`config.mk`:
```
export PLATFORM = sky130hd
export DESIGN_NAME = tmrwv_top
export DESIGN_NICKNAME = d
export VERILOG_FILES = /design/src/inc/tmrwv_pkg.sv /design/src/tmrwv_top.sv
export SDC_FILE = /design/constraint.sdc
export NUM_CORES = 1
export LEC_CHECK = 0
export BUFFER_PORTS_ARGS = -buffer_cell sky130_fd_sc_hd__buf_2
export CAP_MARGIN = 30
export CORE_ASPECT_RATIO = 0.7
export CORE_MARGIN = 8
export CORE_UTILIZATION = 35
export DETAILED_ROUTE_END_ITERATION = 10
export GPL_ROUTABILITY_DRIVEN = 0
export HOLD_SLACK_MARGIN = 0.08
export REMOVE_ABC_BUFFERS = 1
export SLEW_MARGIN = 10
export SYNTH_ARGS = -nofsm -noshare
export SYNTH_HDL_FRONTEND = slang
export SYNTH_SLANG_ARGS = --single-unit
export TNS_END_PERCENT = 30
```
`constraint.sdc`:
```
create_clock -name I_CLK -period 3.35 [get_ports I_CLK]
set_input_delay 0.335 -clock I_CLK [delete_from_list [all_inputs] [get_ports I_CLK]]
set_output_delay 0.335 -clock I_CLK [all_outputs]
set_load 0.05 [all_outputs]
```
`src/inc/tmrwv_pkg.sv`:
```
`default_nettype none
package tmrwv_pkg;
  // ==========================================================
  // Register map (word index = byte address / 4)
  localparam logic [3:0] TMRWV_ADDR_CTRL   = 4'h0; // Mode, action, clock select, force
  localparam logic [3:0] TMRWV_ADDR_COUNT  = 4'h4; // Counter value
  localparam logic [3:0] TMRWV_ADDR_CMP    = 4'h8; // Compare value (buffer in PWM)
  localparam logic [3:0] TMRWV_ADDR_FLAGS  = 4'hc; // Flags, write one to clear

  // ==========================================================
  // Control field positions
  localparam int TMRWV_WGM_LSB = 0;  // Waveform mode select [1:0]
  localparam int TMRWV_COM_LSB = 2;  // Output action select [3:2]
  localparam int TMRWV_CS_LSB  = 4;  // Clock select [6:4]
  localparam int TMRWV_FOC_BIT = 7;  // Force compare strobe
  localparam int TMRWV_DIR_BIT = 8;  // Pin direction, 1 = output
  localparam int TMRWV_OVF_BIT = 0;  // Overflow flag position
  localparam int TMRWV_CMF_BIT = 1;  // Compare match flag position

  // ==========================================================
  // Counter constants and reset values
  localparam logic [7:0]  TMRWV_BOTTOM   = 8'h00; // Bottom of the count
  localparam logic [7:0]  TMRWV_MAX      = 8'hff; // Maximum of the count
  localparam logic [9:0]  TMRWV_PRE_MAX  = 10'h3ff; // Largest prescale count
  localparam logic [31:0] TMRWV_CTRL_RST = 32'h0; // Control after reset

  // Waveform modes
  typedef enum logic [1:0] {
    TMRWV_NORMAL, TMRWV_PHASE, TMRWV_CLEAR_ON_MATCH, TMRWV_FAST
  } tmrwv_mode_t;

  // Register bus request
  typedef struct packed {
    logic [3:0]  addr;  // Byte address
    logic [31:0] wdata; // Write data
    logic        wr;    // Write strobe
    logic        rd;    // Read strobe
  } tmrwv_bus_t;
endpackage
`default_nettype wire

```
`src/tmrwv_top.sv`:
```
// Behaviour
// - Mode two clears counter on compare match
// - Clear-on-match compare unbuffered; late write wraps
// - Clear-on-match sets compare flag each period
// - Action one toggles output on match, except in phase mode
// - Pin driven only when direction is output
// - Clear-on-match overflow at max to zero
// - Toggle frequency clock/(2*N*(1+compare))
// - Fast mode counts bottom to max, wraps
// - Fast: clear on match, set at bottom
// - Fast bottom transition at max-to-bottom step
// - Fast overflow flag at max-to-bottom step
// - Fast period is 256 timer clocks
// - Fast extremes: spike or constant level
// - Fast toggle action keeps compare buffered
// - Mode one counts up then down
// - Phase mode holds max one cycle
// - Phase: clear on up match, set down
// - Phase overflow flag at bottom
// - Phase period is 510 timer clocks
// - Prescale is 1, 8, 64, 256, 1024
// - PWM compare updates at top only
// - Compare flag set cycle after equality
// - Compare flag cleared by writing one
`default_nettype none
module tmrwv_top
  import tmrwv_pkg::*;
(
  input  wire logic        I_CLK,      // 50 MHz clock
  input  wire logic        I_RESET_N,  // Async reset, active low
  input  wire logic [3:0]  I_ADDR,     // Register byte address
  input  wire logic [31:0] I_WDATA,    // Write data
  input  wire logic        I_WR,       // Write strobe
  input  wire logic        I_RD,       // Read strobe
  input  wire logic        I_INT_ACK,  // Compare interrupt serviced
  output logic [31:0]      O_RDATA,    // Read data, cycle after strobe
  output logic             O_PIN_OUT,  // Compare output pin level
  output logic             O_PIN_OE,   // Pin output enable
  output logic             O_OVF,      // Overflow flag
  output logic             O_CMF       // Compare match flag
);

  // ==========================================================
  // State
  typedef struct packed {
    logic [1:0]  wgm;       // Waveform mode select
    logic [1:0]  com;       // Output action select
    logic [2:0]  cs;        // Clock select
    logic        dir;       // Pin direction
    logic [7:0]  cnt;       // Counter value
    logic [7:0]  cmp;       // Active compare value
    logic [7:0]  cmp_buf;   // Software compare buffer
    logic        down;      // Counting down (phase mode)
    logic [9:0]  pre;       // Prescaler counter
    logic        block;     // Match blocked after counter write
    logic        match_d;   // Match seen, flag next tick
    logic        ovf;       // Overflow flag
    logic        cmf;       // Compare match flag
    logic        oc;        // Internal compare output state
    logic [31:0] rdata;     // Read data register
    logic        pin;       // Registered pin level
    logic        oe;        // Registered pin enable
  } tmrwv_state_t;

  tmrwv_state_t st;       // Current state
  tmrwv_state_t next_st;  // Next state

  // ==========================================================
  // Prescale tap: true when the prescaler permits a timer tick
  function automatic logic tick_of(input logic [2:0] cs, input logic [9:0] pre);
    case (cs)
      3'h1:    tick_of = 1'b1;
      3'h2:    tick_of = (pre[2:0] == 3'h7);
      3'h3:    tick_of = (pre[5:0] == 6'h3f);
      3'h4:    tick_of = (pre[7:0] == 8'hff);
      3'h5:    tick_of = (pre == TMRWV_PRE_MAX);
      default: tick_of = 1'b0; // Stopped; external clock not wired
    endcase
  endfunction

  // Register decode used for both strobes
  function automatic logic hit(input logic [3:0] a, input logic [3:0] r);
    hit = (a == r);
  endfunction

  // ==========================================================
  // Next-state logic
  always_comb begin
    logic        tick;      // Timer clock enable
    logic        eq;        // Comparator equality
    logic        match;     // Match that acts this tick
    logic        pwm;       // Either PWM mode
    logic        at_top;    // Counter at maximum of its count
    logic        force_cmp; // Forced compare strobe
    logic        ovf_hit;   // Overflow event on this tick
    next_st   = st;
    tick      = tick_of(st.cs, st.pre);
    eq        = (st.cnt == st.cmp);
    match     = eq && !st.block;
    pwm       = (st.wgm == TMRWV_PHASE) || (st.wgm == TMRWV_FAST);
    at_top    = (st.cnt == TMRWV_MAX);
    force_cmp = 1'b0;
    // Overflow event this tick; a flag clear in the same cycle must lose to it,
    // so the event is worked out once here rather than guessed from next_st
    ovf_hit   = tick && (at_top ? (st.wgm != TMRWV_PHASE) :
                (st.wgm == TMRWV_PHASE && st.down && st.cnt == TMRWV_BOTTOM + 8'h01));
    next_st.pre = st.pre + 10'h001;

    if (tick) begin
      next_st.block   = 1'b0;
      next_st.match_d = match;
      if (st.match_d && (st.wgm == TMRWV_CLEAR_ON_MATCH || st.wgm == TMRWV_NORMAL ||
          pwm)) begin
        next_st.cmf = 1'b1;
      end
      case (tmrwv_mode_t'(st.wgm))
        TMRWV_CLEAR_ON_MATCH: begin
          // Compare is the top; missed match runs to 0xff and wraps
          if (eq) begin
            next_st.cnt = TMRWV_BOTTOM;
          end else begin
            next_st.cnt = st.cnt + 8'h01;
          end
          // Max to zero sets the flag even when the compare value is 0xff
          if (at_top) begin
            next_st.ovf = 1'b1;
          end
        end
        TMRWV_FAST: begin
          next_st.cnt = st.cnt + 8'h01;
          if (at_top) begin
            next_st.ovf = 1'b1;
            next_st.cmp = st.cmp_buf;
          end
        end
        TMRWV_PHASE: begin
          // Max is held one tick, then direction turns
          if (!st.down) begin
            if (at_top) begin
              next_st.down = 1'b1;
              next_st.cnt  = st.cnt - 8'h01;
              next_st.cmp  = st.cmp_buf;
            end else begin
              next_st.cnt = st.cnt + 8'h01;
            end
          end else if (st.cnt == TMRWV_BOTTOM + 8'h01) begin
            next_st.cnt  = TMRWV_BOTTOM;
            next_st.down = 1'b0;
            next_st.ovf  = 1'b1;
          end else begin
            next_st.cnt = st.cnt - 8'h01;
          end
        end
        default: begin
          next_st.cnt = st.cnt + 8'h01; // Normal mode wraps freely
          if (at_top) begin
            next_st.ovf = 1'b1;
          end
        end
      endcase

      // Waveform generator
      case (tmrwv_mode_t'(st.wgm))
        TMRWV_FAST: begin
          if (st.com == 2'h1 && match) begin
            next_st.oc = !st.oc;
          end else if (st.com[1]) begin
            if (at_top) begin
              next_st.oc = !st.com[0];
            end else if (match) begin
              next_st.oc = st.com[0];
            end
          end
        end
        TMRWV_PHASE: begin
          if (st.com[1] && match) begin
            next_st.oc = st.down ? !st.com[0] : st.com[0];
          end
        end
        default: begin
          if (match) begin
            case (st.com)
              2'h1:    next_st.oc = !st.oc;
              2'h2:    next_st.oc = 1'b0;
              2'h3:    next_st.oc = 1'b1;
              default: next_st.oc = st.oc;
            endcase
          end
        end
      endcase
    end

    // Bus writes; hardware set wins over software clear
    if (I_WR) begin
      if (hit(I_ADDR, TMRWV_ADDR_CTRL)) begin
        next_st.wgm = I_WDATA[TMRWV_WGM_LSB +: 2];
        next_st.com = I_WDATA[TMRWV_COM_LSB +: 2];
        next_st.cs  = I_WDATA[TMRWV_CS_LSB +: 3];
        next_st.dir = I_WDATA[TMRWV_DIR_BIT];
        force_cmp   = I_WDATA[TMRWV_FOC_BIT] && !pwm;
      end
      if (hit(I_ADDR, TMRWV_ADDR_COUNT)) begin
        next_st.cnt   = I_WDATA[7:0];
        next_st.block = 1'b1;
      end
      if (hit(I_ADDR, TMRWV_ADDR_CMP)) begin
        next_st.cmp_buf = I_WDATA[7:0];
        if (!pwm) begin
          next_st.cmp = I_WDATA[7:0];
        end
      end
      if (hit(I_ADDR, TMRWV_ADDR_FLAGS)) begin
        if (I_WDATA[TMRWV_CMF_BIT] && !(tick && st.match_d)) begin
          next_st.cmf = 1'b0;
        end
        if (I_WDATA[TMRWV_OVF_BIT] && !ovf_hit) begin
          next_st.ovf = 1'b0;
        end
      end
    end
    if (I_INT_ACK && !(tick && st.match_d)) begin
      next_st.cmf = 1'b0;
    end
    if (force_cmp) begin
      case (st.com)
        2'h1:    next_st.oc = !st.oc;
        2'h2:    next_st.oc = 1'b0;
        2'h3:    next_st.oc = 1'b1;
        default: next_st.oc = st.oc;
      endcase
    end

    // Read data, valid the cycle after the strobe only
    next_st.rdata = 32'h0;
    if (I_RD) begin
      if (hit(I_ADDR, TMRWV_ADDR_CTRL)) begin
        next_st.rdata = {23'h0, st.dir, 1'b0, st.cs, st.com, st.wgm};
      end else if (hit(I_ADDR, TMRWV_ADDR_COUNT)) begin
        next_st.rdata = {24'h0, st.cnt};
      end else if (hit(I_ADDR, TMRWV_ADDR_CMP)) begin
        next_st.rdata = {24'h0, st.cmp_buf};
      end else if (hit(I_ADDR, TMRWV_ADDR_FLAGS)) begin
        next_st.rdata = {30'h0, st.cmf, st.ovf};
      end
    end

    // Pin: output state overrides port only when action nonzero and dir set
    next_st.oe  = st.dir && (st.com != 2'h0);
    next_st.pin = next_st.oe ? next_st.oc : 1'b0;
  end

  // ==========================================================
  // State register
  always_ff @(posedge I_CLK or negedge I_RESET_N) begin
    if (!I_RESET_N) begin
      st <= '0;
    end else begin
      st <= next_st;
    end
  end

  assign O_RDATA   = st.rdata;
  assign O_PIN_OUT = st.pin;
  assign O_PIN_OE  = st.oe;
  assign O_OVF     = st.ovf;
  assign O_CMF     = st.cmf;

  // ==========================================================
  // Assertions
  logic tk; // Timer tick seen by checks
  assign tk = tick_of(st.cs, st.pre);

  ctc_clear_a: assert property (@(posedge I_CLK) disable iff (!I_RESET_N)
    tk && st.wgm == 2'h2 && st.cnt == st.cmp && !I_WR |=> st.cnt == 8'h00)
    else $error("clear-on-match did not clear");
  ctc_wrap_a: assert property (@(posedge I_CLK) disable iff (!I_RESET_N)
    tk && st.wgm == 2'h2 && st.cnt == 8'hff && st.cmp != 8'hff && !I_WR |=> st.cnt == 8'h00)
    else $error("clear-on-match did not wrap");
  cmf_set_a: assert property (@(posedge I_CLK) disable iff (!I_RESET_N)
    tk && st.match_d |=> st.cmf)
    else $error("compare flag not set");
  fast_ovf_a: assert property (@(posedge I_CLK) disable iff (!I_RESET_N)
    tk && st.wgm == 2'h3 && st.cnt == 8'hff |=> st.ovf)
    else $error("fast overflow missing");
  phase_top_a: assert property (@(posedge I_CLK) disable iff (!I_RESET_N)
    tk && st.wgm == 2'h1 && !st.down && st.cnt == 8'hff && !I_WR |=> st.down && st.cnt == 8'hfe)
    else $error("phase max not held once");
  phase_ovf_a: assert property (@(posedge I_CLK) disable iff (!I_RESET_N)
    tk && st.wgm == 2'h1 && st.down && st.cnt == 8'h01 && !I_WR |=> st.ovf && st.cnt == 8'h00)
    else $error("phase overflow missing");
  pin_gate_a: assert property (@(posedge I_CLK) disable iff (!I_RESET_N)
    !st.dir |=> !O_PIN_OE && !O_PIN_OUT)
    else $error("pin driven while input");
  fast_set_a: assert property (@(posedge I_CLK) disable iff (!I_RESET_N)
    tk && st.wgm == 2'h3 && st.com == 2'h2 && st.cnt == 8'hff && !I_WR |=> st.oc)
    else $error("fast output not set at bottom");
  buf_hold_a: assert property (@(posedge I_CLK) disable iff (!I_RESET_N)
    st.wgm == 2'h3 && !(tk && st.cnt == 8'hff) && !I_WR |=> $stable(st.cmp))
    else $error("compare changed mid period");


  // ==========================================================
  // Mode-specific waveform and flag checks
  // Antecedents except ctc_ovf_a, cmf_ack_a and pin_drive_a exclude bus writes, which may legally reshape the step
  ctc_ovf_a: assert property (@(posedge I_CLK) disable iff (!I_RESET_N)
    tk && st.wgm == 2'h2 && st.cnt == 8'hff |=> st.ovf)
    else $error("clear-on-match overflow missing");
  ctc_toggle_a: assert property (@(posedge I_CLK) disable iff (!I_RESET_N)
    tk && st.wgm == 2'h2 && st.com == 2'h1 && st.cnt == st.cmp && !st.block && !I_WR
    |=> st.oc != $past(st.oc))
    else $error("clear-on-match output not toggled");
  fast_wrap_a: assert property (@(posedge I_CLK) disable iff (!I_RESET_N)
    tk && st.wgm == 2'h3 && st.cnt == 8'hff && !I_WR |=> st.cnt == 8'h00)
    else $error("fast counter did not wrap");
  fast_clear_a: assert property (@(posedge I_CLK) disable iff (!I_RESET_N)
    tk && st.wgm == 2'h3 && st.com == 2'h2 && st.cnt == st.cmp && st.cnt != 8'hff &&
    !st.block && !I_WR |=> !st.oc)
    else $error("fast output not cleared on match");
  phase_clr_a: assert property (@(posedge I_CLK) disable iff (!I_RESET_N)
    tk && st.wgm == 2'h1 && st.com == 2'h2 && !st.down && st.cnt == st.cmp &&
    !st.block && !I_WR |=> !st.oc)
    else $error("phase output not cleared going up");
  phase_set_a: assert property (@(posedge I_CLK) disable iff (!I_RESET_N)
    tk && st.wgm == 2'h1 && st.com == 2'h2 && st.down && st.cnt == st.cmp &&
    !st.block && !I_WR |=> st.oc)
    else $error("phase output not set going down");
  cmf_ack_a: assert property (@(posedge I_CLK) disable iff (!I_RESET_N)
    I_INT_ACK && !(tk && st.match_d) |=> !st.cmf)
    else $error("compare flag not cleared by service");
  pin_drive_a: assert property (@(posedge I_CLK) disable iff (!I_RESET_N)
    st.dir && st.com != 2'h0 |=> O_PIN_OE)
    else $error("pin not driven while output");

  // Main scenarios to be seen at least once
  ctc_cov: cover property (@(posedge I_CLK) tk && st.wgm == 2'h2 && st.cnt == st.cmp);
  fast_cov: cover property (@(posedge I_CLK) tk && st.wgm == 2'h3 && st.cnt == 8'hff);
  phase_cov: cover property (@(posedge I_CLK) tk && st.wgm == 2'h1 && st.down);
  clr_cov: cover property (@(posedge I_CLK) st.cmf ##1 !st.cmf);

endmodule // tmrwv_top
`default_nettype wire

```
[After elaboration in Yosys (flattened, before gate mapping)]
Cells that the tools add are included.
Operators by class
  $add $sub $neg: 3
  $mul: 0
  divide/modulo/power cells: 0
  magnitude comparators: 0
  equal/unequal tests: 22
  shifts and indexed selects: 0
  mux-type cells: 49
  bitwise logic cells: 0
  reductions and logical operators: 28
Operator list (count)
  8-bit 2-to-1 mux: 10
  16-bit 2-to-1 mux: 2
  8-bit one-hot mux with 2 select lines: 2
  1-bit 2-to-1 mux: 25
  24-bit 2-to-1 mux: 1
  9-bit 2-to-1 mux: 2
  8-bit == test, second input constant: 2
  1-bit logical AND: 13
  10-bit by 1-bit adder with 10-bit output, second input constant: 1
  10-bit == test, second input constant: 1
  3-bit == test, second input constant: 3
  8-bit by 1-bit adder with 8-bit output, second input constant: 1
  2-bit == test, second input constant: 4
  4-bit == test, second input constant: 2
  8-bit by 1-bit == test with 1-bit output, second input constant: 1
  8-bit == test: 1
  8-bit by 1-bit subtractor with 8-bit output, second input constant: 1
  3-bit by 2-bit == test with 1-bit output, second input constant: 2
  6-bit == test, second input constant: 1
  1-bit zero test: 6
  2-bit 2-to-1 mux: 3
  2-bit AND reduction: 3
  5-bit 2-to-1 mux: 1
  1-bit one-hot mux with 5 select lines: 1
  other kinds (10): 13
Storage, ports and cells
  bits in registers: 82
  bits in latches: 0
  bits in writable memories: 0
  memory bits (read-only): 0
  output and inout bits: 36
  logic and storage cells: 119
  memories: 0

[Depth between registers and ports, before layout]
Gate-level depths: netlist (run 1).
  depth after elaboration: 12
  mapped depth: 9
  depth with buffers taken out: 8

[Worst setup path after synthesis (run 1)]
No wires, ideal clock.
  path kind: reg-to-reg
  start point: reg st[39] (netlist name)
  end point: reg st, in the netlist O_PIN_OUT
  library setup time: 87 ps
  arrival: 2261 ps
  required time: 3263 ps
  slack: 1002 ps
  stages on the path, launching flop included: 9
  buffers on the path: 1
  clock period less this slack: 2348 ps
  path through: dfrtp_1 ha_1 and4_4 or4b_4 a21o_1 buf_6 and3_1 or3_4 a211oi_2
RTL lines
  from (decl): RTL line tmrwv_top.sv:65  | tmrwv_state_t st;
  from (signal assigned): RTL line tmrwv_top.sv:258  | st <= next_st;

==> impl_metrics.toml, run 1 <==
[critical_path]
required_ns = 3.56
crit_path_max_incr_delay_ns = 0.64
critPathSlowestCell = "or4_1"
cp_cell_sequence = "or4_1, nor4_1, nor2b_1, o211ai_1, o221a_2, o21ai_0"
worstSetupPathType = "reg2reg"
ff2ff_setup_slack_ns = 0.56
end_kind = "flop"
crit_arrival_ns = 3.00
critical_path.startpoint_type = "flop"
critical_path.max_fanout = 8

[global_route]
grt_usage_pct = 14.2
grt_max_degree = 39
grt_pass1_vias = 2832
grt_overflow = 0
grt_antenna_before_repair = 0
grt_pass1_wl_mm = 15.1

[detailed_routing]
route.detailed.drc = 0
first_pass_iters = 6
num_vias = 2832
wl_mm = 9.33
drt_iter0_drc = 276
wire_per_inst_um = 17.5
vias_per_cell = 5.31
detail-route-antenna-nets = 0

[synthesis]
async_flop_share_pct = 100
synth_warnings = 0
synth_commonest_cells = "dfrtp_1 (59), nand2_1 (42), buf_4 (32), nor2_1 (32)"
yosysSeqAreaShare_pct = 41.4
ys.flop_type = "dfrtp_1"
synth_cells = 374
synth.ff_latch_count = 59
synth_edf_count = 0
syn_area_per_cell_um2 = 9.53
syn_area_um2 = 3560
yosysUniqueCellTypes = 56
yosys.area.top_type = "dfrtp_1"
synth_top_area_share_pct = 41.4
synth_area_leaders = "dfrtp_1 (41%), buf_4 (6.7%), nand2_1 (4.4%)"
synth.most_common_cell = "dfrtp_1"

[cells_and_area]
syn_to_final_growth_pct = 13.6
nets = 450
antenna_cells = 0
nFillCells = 976
drive_gt1_share_pct = 19.5

[floorplan]
io-pin-count = 77
core-area_um2 = 9800
chipHeight_um = 100
start_util_pct = 36.4
fp.dieArea_um2 = 13700
die_x_um = 137
num_rows = 30

[placed_design]
place_hpwl_mm = 6.83
portBuffers = 30

[run_status]
status = "finished, final reports clean"

[clock_network]
clkTransAtPathRegs_ns = 0.05
clk_latency_ns = 0.34
cts_tree = "yes"
clkSinkCount = 59
clock_path_buffers = 2
numCtsBuffers = 9
root_buffer = "clkbuf_16"
htree_levels = 3

[sta]
rsz0062_at_grt = "no"
fin_crit_ns = 2.79
fmax_mhz = 358
finalSetupViolCount = 0
hold_viol = 0
finalSetupTns_ns = 0
fin_skew_ns = 0.00704
drv_slew = 0
worst_pin_slew_ns = 0.737
fin_crit_sh_pct = 83.4
maxSlewHeadroom_pct = 50.5

[power_and_ir_drop]
ir_drop_mv = 0.376
intPower_w = 0.00182
clock_power_share_pct = 31.4
power_leakage_nw = 1.90
switchingPower_w = 0.00114
power_frac_comb_pct = 31.7
swShare_pct = 38.4
pwr_density_cell_nw_per_um2 = 732
seq_power_share_pct = 37.0
power.total_w = 0.00296

[min_path]
hold_path.class = "in2reg"

[run]
drv_cap = 0
metrics by stage:
stage	instances	util (%)	cell area, µm²	hold WS (ns)	setup WS (ns)
after floorplan	349	-	3340	0.0394	0.952
after global placement	515	37.9	3710	0.463	0.769
after detailed placement	515	37.9	3710	0.470	0.686
after CTS	531	41.0	4020	0.152	0.663
after global routing	533	41.3	4050	0.230	0.504
final	533	41.3	4050	0.187	0.556
what timing repair did:
action | CTS | global route
gates resized for setup | 0 | 0
buffers inserted | 0 | 0
hold buffers | 0 | 1
endpoints found under the hold margin | 0 | 6
routing by layer:
metal	routed length, µm	GRT usage [%]	vias to the layer above	part of all wire [%]
li1	-	-	1313	-
met1	4350	19.8	1390	47
met2	3970	20.0	119	43
met3	917	5.04	10	9.8
met4	89	4.37	0	0.95
met5	0	0	-	0
layout by cell type, fill, tap and decap left out, drive strengths merged, types with 3 or more instances in the layout:
cell type,instances
a211oi,3
a21o,9
a21oi,17
a22o,8
a31oi,5
and2,4
and3,6
buf,39
clkbuf,10
clkinvlp,4
conb,23
dfrtp,59
ha,9
inv,13
mux2,9
mux2i,6
nand2,42
nand3,10
nand4,6
nor2,32
nor2b,3
nor3,5
nor4,4
o21ai,16
o221a,4
xnor2,14
xor2,14
cell type report:
cell class / instances / area, µm² / area share, %
multi-input cells: 277 / 1820 / 44.9
flip-flops and latches: 59 / 1480 / 36.5
well taps: 128 / 160 / 3.96
clock buffers: 10 / 239 / 5.91
clock inverters: 6 / 65.1 / 1.61
repair buffers: 40 / 240 / 5.94
inverters: 13 / 48.8 / 1.21
state kept, by name, indices dropped and copies added (netlist names):
signal / flops
O_PIN_OUT: 1
O_CMF: 1
st: 46
O_PIN_OE: 1
O_OVF: 1
O_RDATA: 9
kinds of logic (layout without fill, tap and decap cells):
kind of cell	Yosys count	count (layout)	share of synthesized area (%)
mux	17	17	5.79
flops	59	59	41.4
other cells	1	23	0.105
fa+ha+maj	9	9	3.16
simple gates	124	124	17.3
compound gates	76	76	15.4
buf+inv	60	69	9.90
xor+xnor	28	28	6.88
power by group through the flow:
stage,logic (W),registers [W],clock network [W]
floorplan,0.000667,0.00106,0
global placement,0.000891,0.00109,0
detailed placement,0.000916,0.00110,0
CTS,0.000923,0.00109,0.000958
global route,0.00104,0.00112,0.000988
finish,0.000938,0.00110,0.000929
path summary, 6_finish.rpt:
kind / from / endpoint / cells after the start
max in group asynchronous: I_RESET_N / st[70] / 4
setup reg to reg: st[71] / st[71] / 6
setup / recovery: st[71] / st[71] / 6
hold / removal: I_WDATA[8] / st[74] / 3
hold reg to reg: st[39] / st[39] / 1
min in group asynchronous: I_RESET_N / st[74] / 2
critical path: cells and delay by family, from the launching register on:
family           cells  cell delay (ns)
AO/OA/AOI/OAI        3             0.80
flip-flops           1             0.51
AND/OR/NAND/NOR      3             1.35
Power figures use the tool's default switching activity.
==> run 2: changes to the inputs <==
==> constraint.sdc (replaced) <==
create_clock -name I_CLK -period 2.3 [get_ports I_CLK]
set_input_delay 0.23 -clock I_CLK [delete_from_list [all_inputs] [get_ports I_CLK]]
set_output_delay 0.23 -clock I_CLK [all_outputs]
set_load 0.05 [all_outputs]
==> run 2 against run 1 <==
Die area did not move. First-iteration DRC count fell by 29%. Setup slack got worse by 0.53 ns. Maximum frequency rose by 23%. Flip-flop and latch count did not move. Register-to-register slack got worse by 0.53 ns. Clock skew rose by 0.00096 ns. Critical path type unchanged. Largest power group is now combinational cells.
==> impl_metrics.toml, run 2 (synthesized netlist as in run 1, its figures left out) <==
[run_status]
status = "finished, final reports clean"

[floorplan]
fp.dieArea_um2 = 13700
die_x_um = 137
num_rows = 30
core-area_um2 = 9800
io-pin-count = 77
chipHeight_um = 100
start_util_pct = 36.4

[power_and_ir_drop]
ir_drop_mv = 0.486
power_leakage_nw = 2.10
power.total_w = 0.00465
pwr_density_cell_nw_per_um2 = 1050

[global_route]
grt_usage_pct = 14.9
grt_antenna_before_repair = 0
grt_max_degree = 34
grt_overflow = 0
grt_pass1_vias = 3011
grt_pass1_wl_mm = 15.8

[detailed_routing]
vias_per_cell = 5.17
num_vias = 2926
wl_mm = 9.59
first_pass_iters = 4
wire_per_inst_um = 16.9
route.detailed.drc = 0
detail-route-antenna-nets = 0
drt_iter0_drc = 196

[clock_network]
clkTransAtPathRegs_ns = 0.05
cts_tree = "yes"
numCtsBuffers = 9
clock_path_buffers = 2
clk_latency_ns = 0.33
clkSinkCount = 59
root_buffer = "clkbuf_16"
htree_levels = 3

[cells_and_area]
antenna_cells = 0
postLayoutCellArea_um2 = 4420
largest-register = "st"
nFillCells = 933
syn_to_final_growth_pct = 23.9
nets = 485
largest_reg_flops = 46
mostFrequentLayoutCells = "dfrtp_1 (59), nand2_1 (42), buf_4 (38)"
mostFrequentLayoutCell = "dfrtp_1"
drive_gt1_share_pct = 28.1

[min_path]
hold_start = "I_WDATA[8]"
holdPathStages = 3
whs_endpoint = "st[74]"
hold_path.class = "in2reg"

[sta]
worst_pin_slew_ns = 0.656
finalSetupTns_ns = 0
fin_crit_ns = 2.27
rsz0062_at_grt = "yes"
drv_slew = 0
fin_skew_ns = 0.00799
setup_slack_ns = 0.0256
finalSetupViolCount = 0
fmax_mhz = 440
hold_viol = 0
maxSlewHeadroom_pct = 56.3
fin_crit_sh_pct = 98.9

[critical_path]
crit_arrival_ns = 2.48
r2r-start = "st[40]"
critPathSlowestCell = "or4b_4"
crit_buf_inv = 1
required_ns = 2.51
cpLargestDelayFamily = "simple AND/OR/NAND/NOR gates"
critical_path.max_fanout = 8
ff2ff_setup_slack_ns = 0.03
critical_path.startpoint_type = "flop"
rr_endpoint = "st[64]"
r2r_cells = 8
crit_path_max_incr_delay_ns = 0.47
end_kind = "flop"
cp_cell_sequence = "ha_2, and4_4, or4b_4, a21o_4, nor4_4, a311oi_2, buf_6, a21o_1"
worstSetupPathType = "reg2reg"

[placed_design]
dp_worst_setup_slack_ns = -0.188
place_area_um2 = 3970
portBuffers = 30
place_hpwl_mm = 7.22

[run]
drv_cap = 0
run 2: changes by cell type in the layout (fill, tap and decap cells not counted), sizes merged:
cell,delta
clkbuf,+2
clkinvlp,-4
buf,+35
run 2: power breakdown:
part | internal, W | leakage [nW] | total, W | switching [W]
registers | 0.00124 | 0.752 | 0.00144 | 0.000192
clock network | 0.000911 | 0.151 | 0.00136 | 0.000446
logic | 0.000792 | 1.20 | 0.00186 | 0.00107
total | 0.00295 | 2.10 | 0.00465 | 0.00171
run 2: layout make-up:
type | instances | area, µm² | share of cell area [%]
Inverter | 13 | 48.8 | 1.11
Clock buffer | 12 | 267 | 6.04
Multi-Input combinational cell | 277 | 1910 | 43.2
Sequential cell | 59 | 1480 | 33.4
Clock inverter | 2 | 35.0 | 0.793
Timing Repair Buffer | 75 | 522 | 11.8
Tap cell | 128 | 160 | 3.63
run 2: how the worst max path moves through the flow:
stage	cells after the start	endpoint	slack, ns	start
floorplan	7	st[58]	-0.1	st[39]
global placement	7	st[62]	-0.14	st[39]
detailed placement	7	st[62]	-0.19	st[40]
CTS	8	st[64]	-0.002	st[40]
global route	8	st[62]	-0.07	st[39]
finish	8	st[64]	0.03	st[40]
run 2: worst min-delay path, stage by stage:
cell	delay [ns]
buf_2	0.08
nand2_1	0.04
nand2_1	0.04
run 2: timing repair:
action,CTS,global route
hold endpoints to repair,26,0
hold buffers,1,0
gates resized for setup,8,12
endpoints found under the setup margin,10,18
pin swaps,8,13
buffers inserted,2,1
run 2: per-layer routing:
layer	vias to the layer above	routed length (µm)	track usage [%]
li1	1377	-	-
met1	1429	4640	20.9
met2	108	4010	20.5
met3	12	843	5.29
met4	0	91	4.63
met5	-	0	0
run 2: through the flow:
stage	hold slack [ns]	std cells	utilization (%)
global route	0.112	566	45.1
CTS	0.0921	565	44.3
finish	0.0956	566	45.1
floorplan	-0.0656	349	-
detailed placement	0.311	548	40.5
global placement	0.297	548	40.5
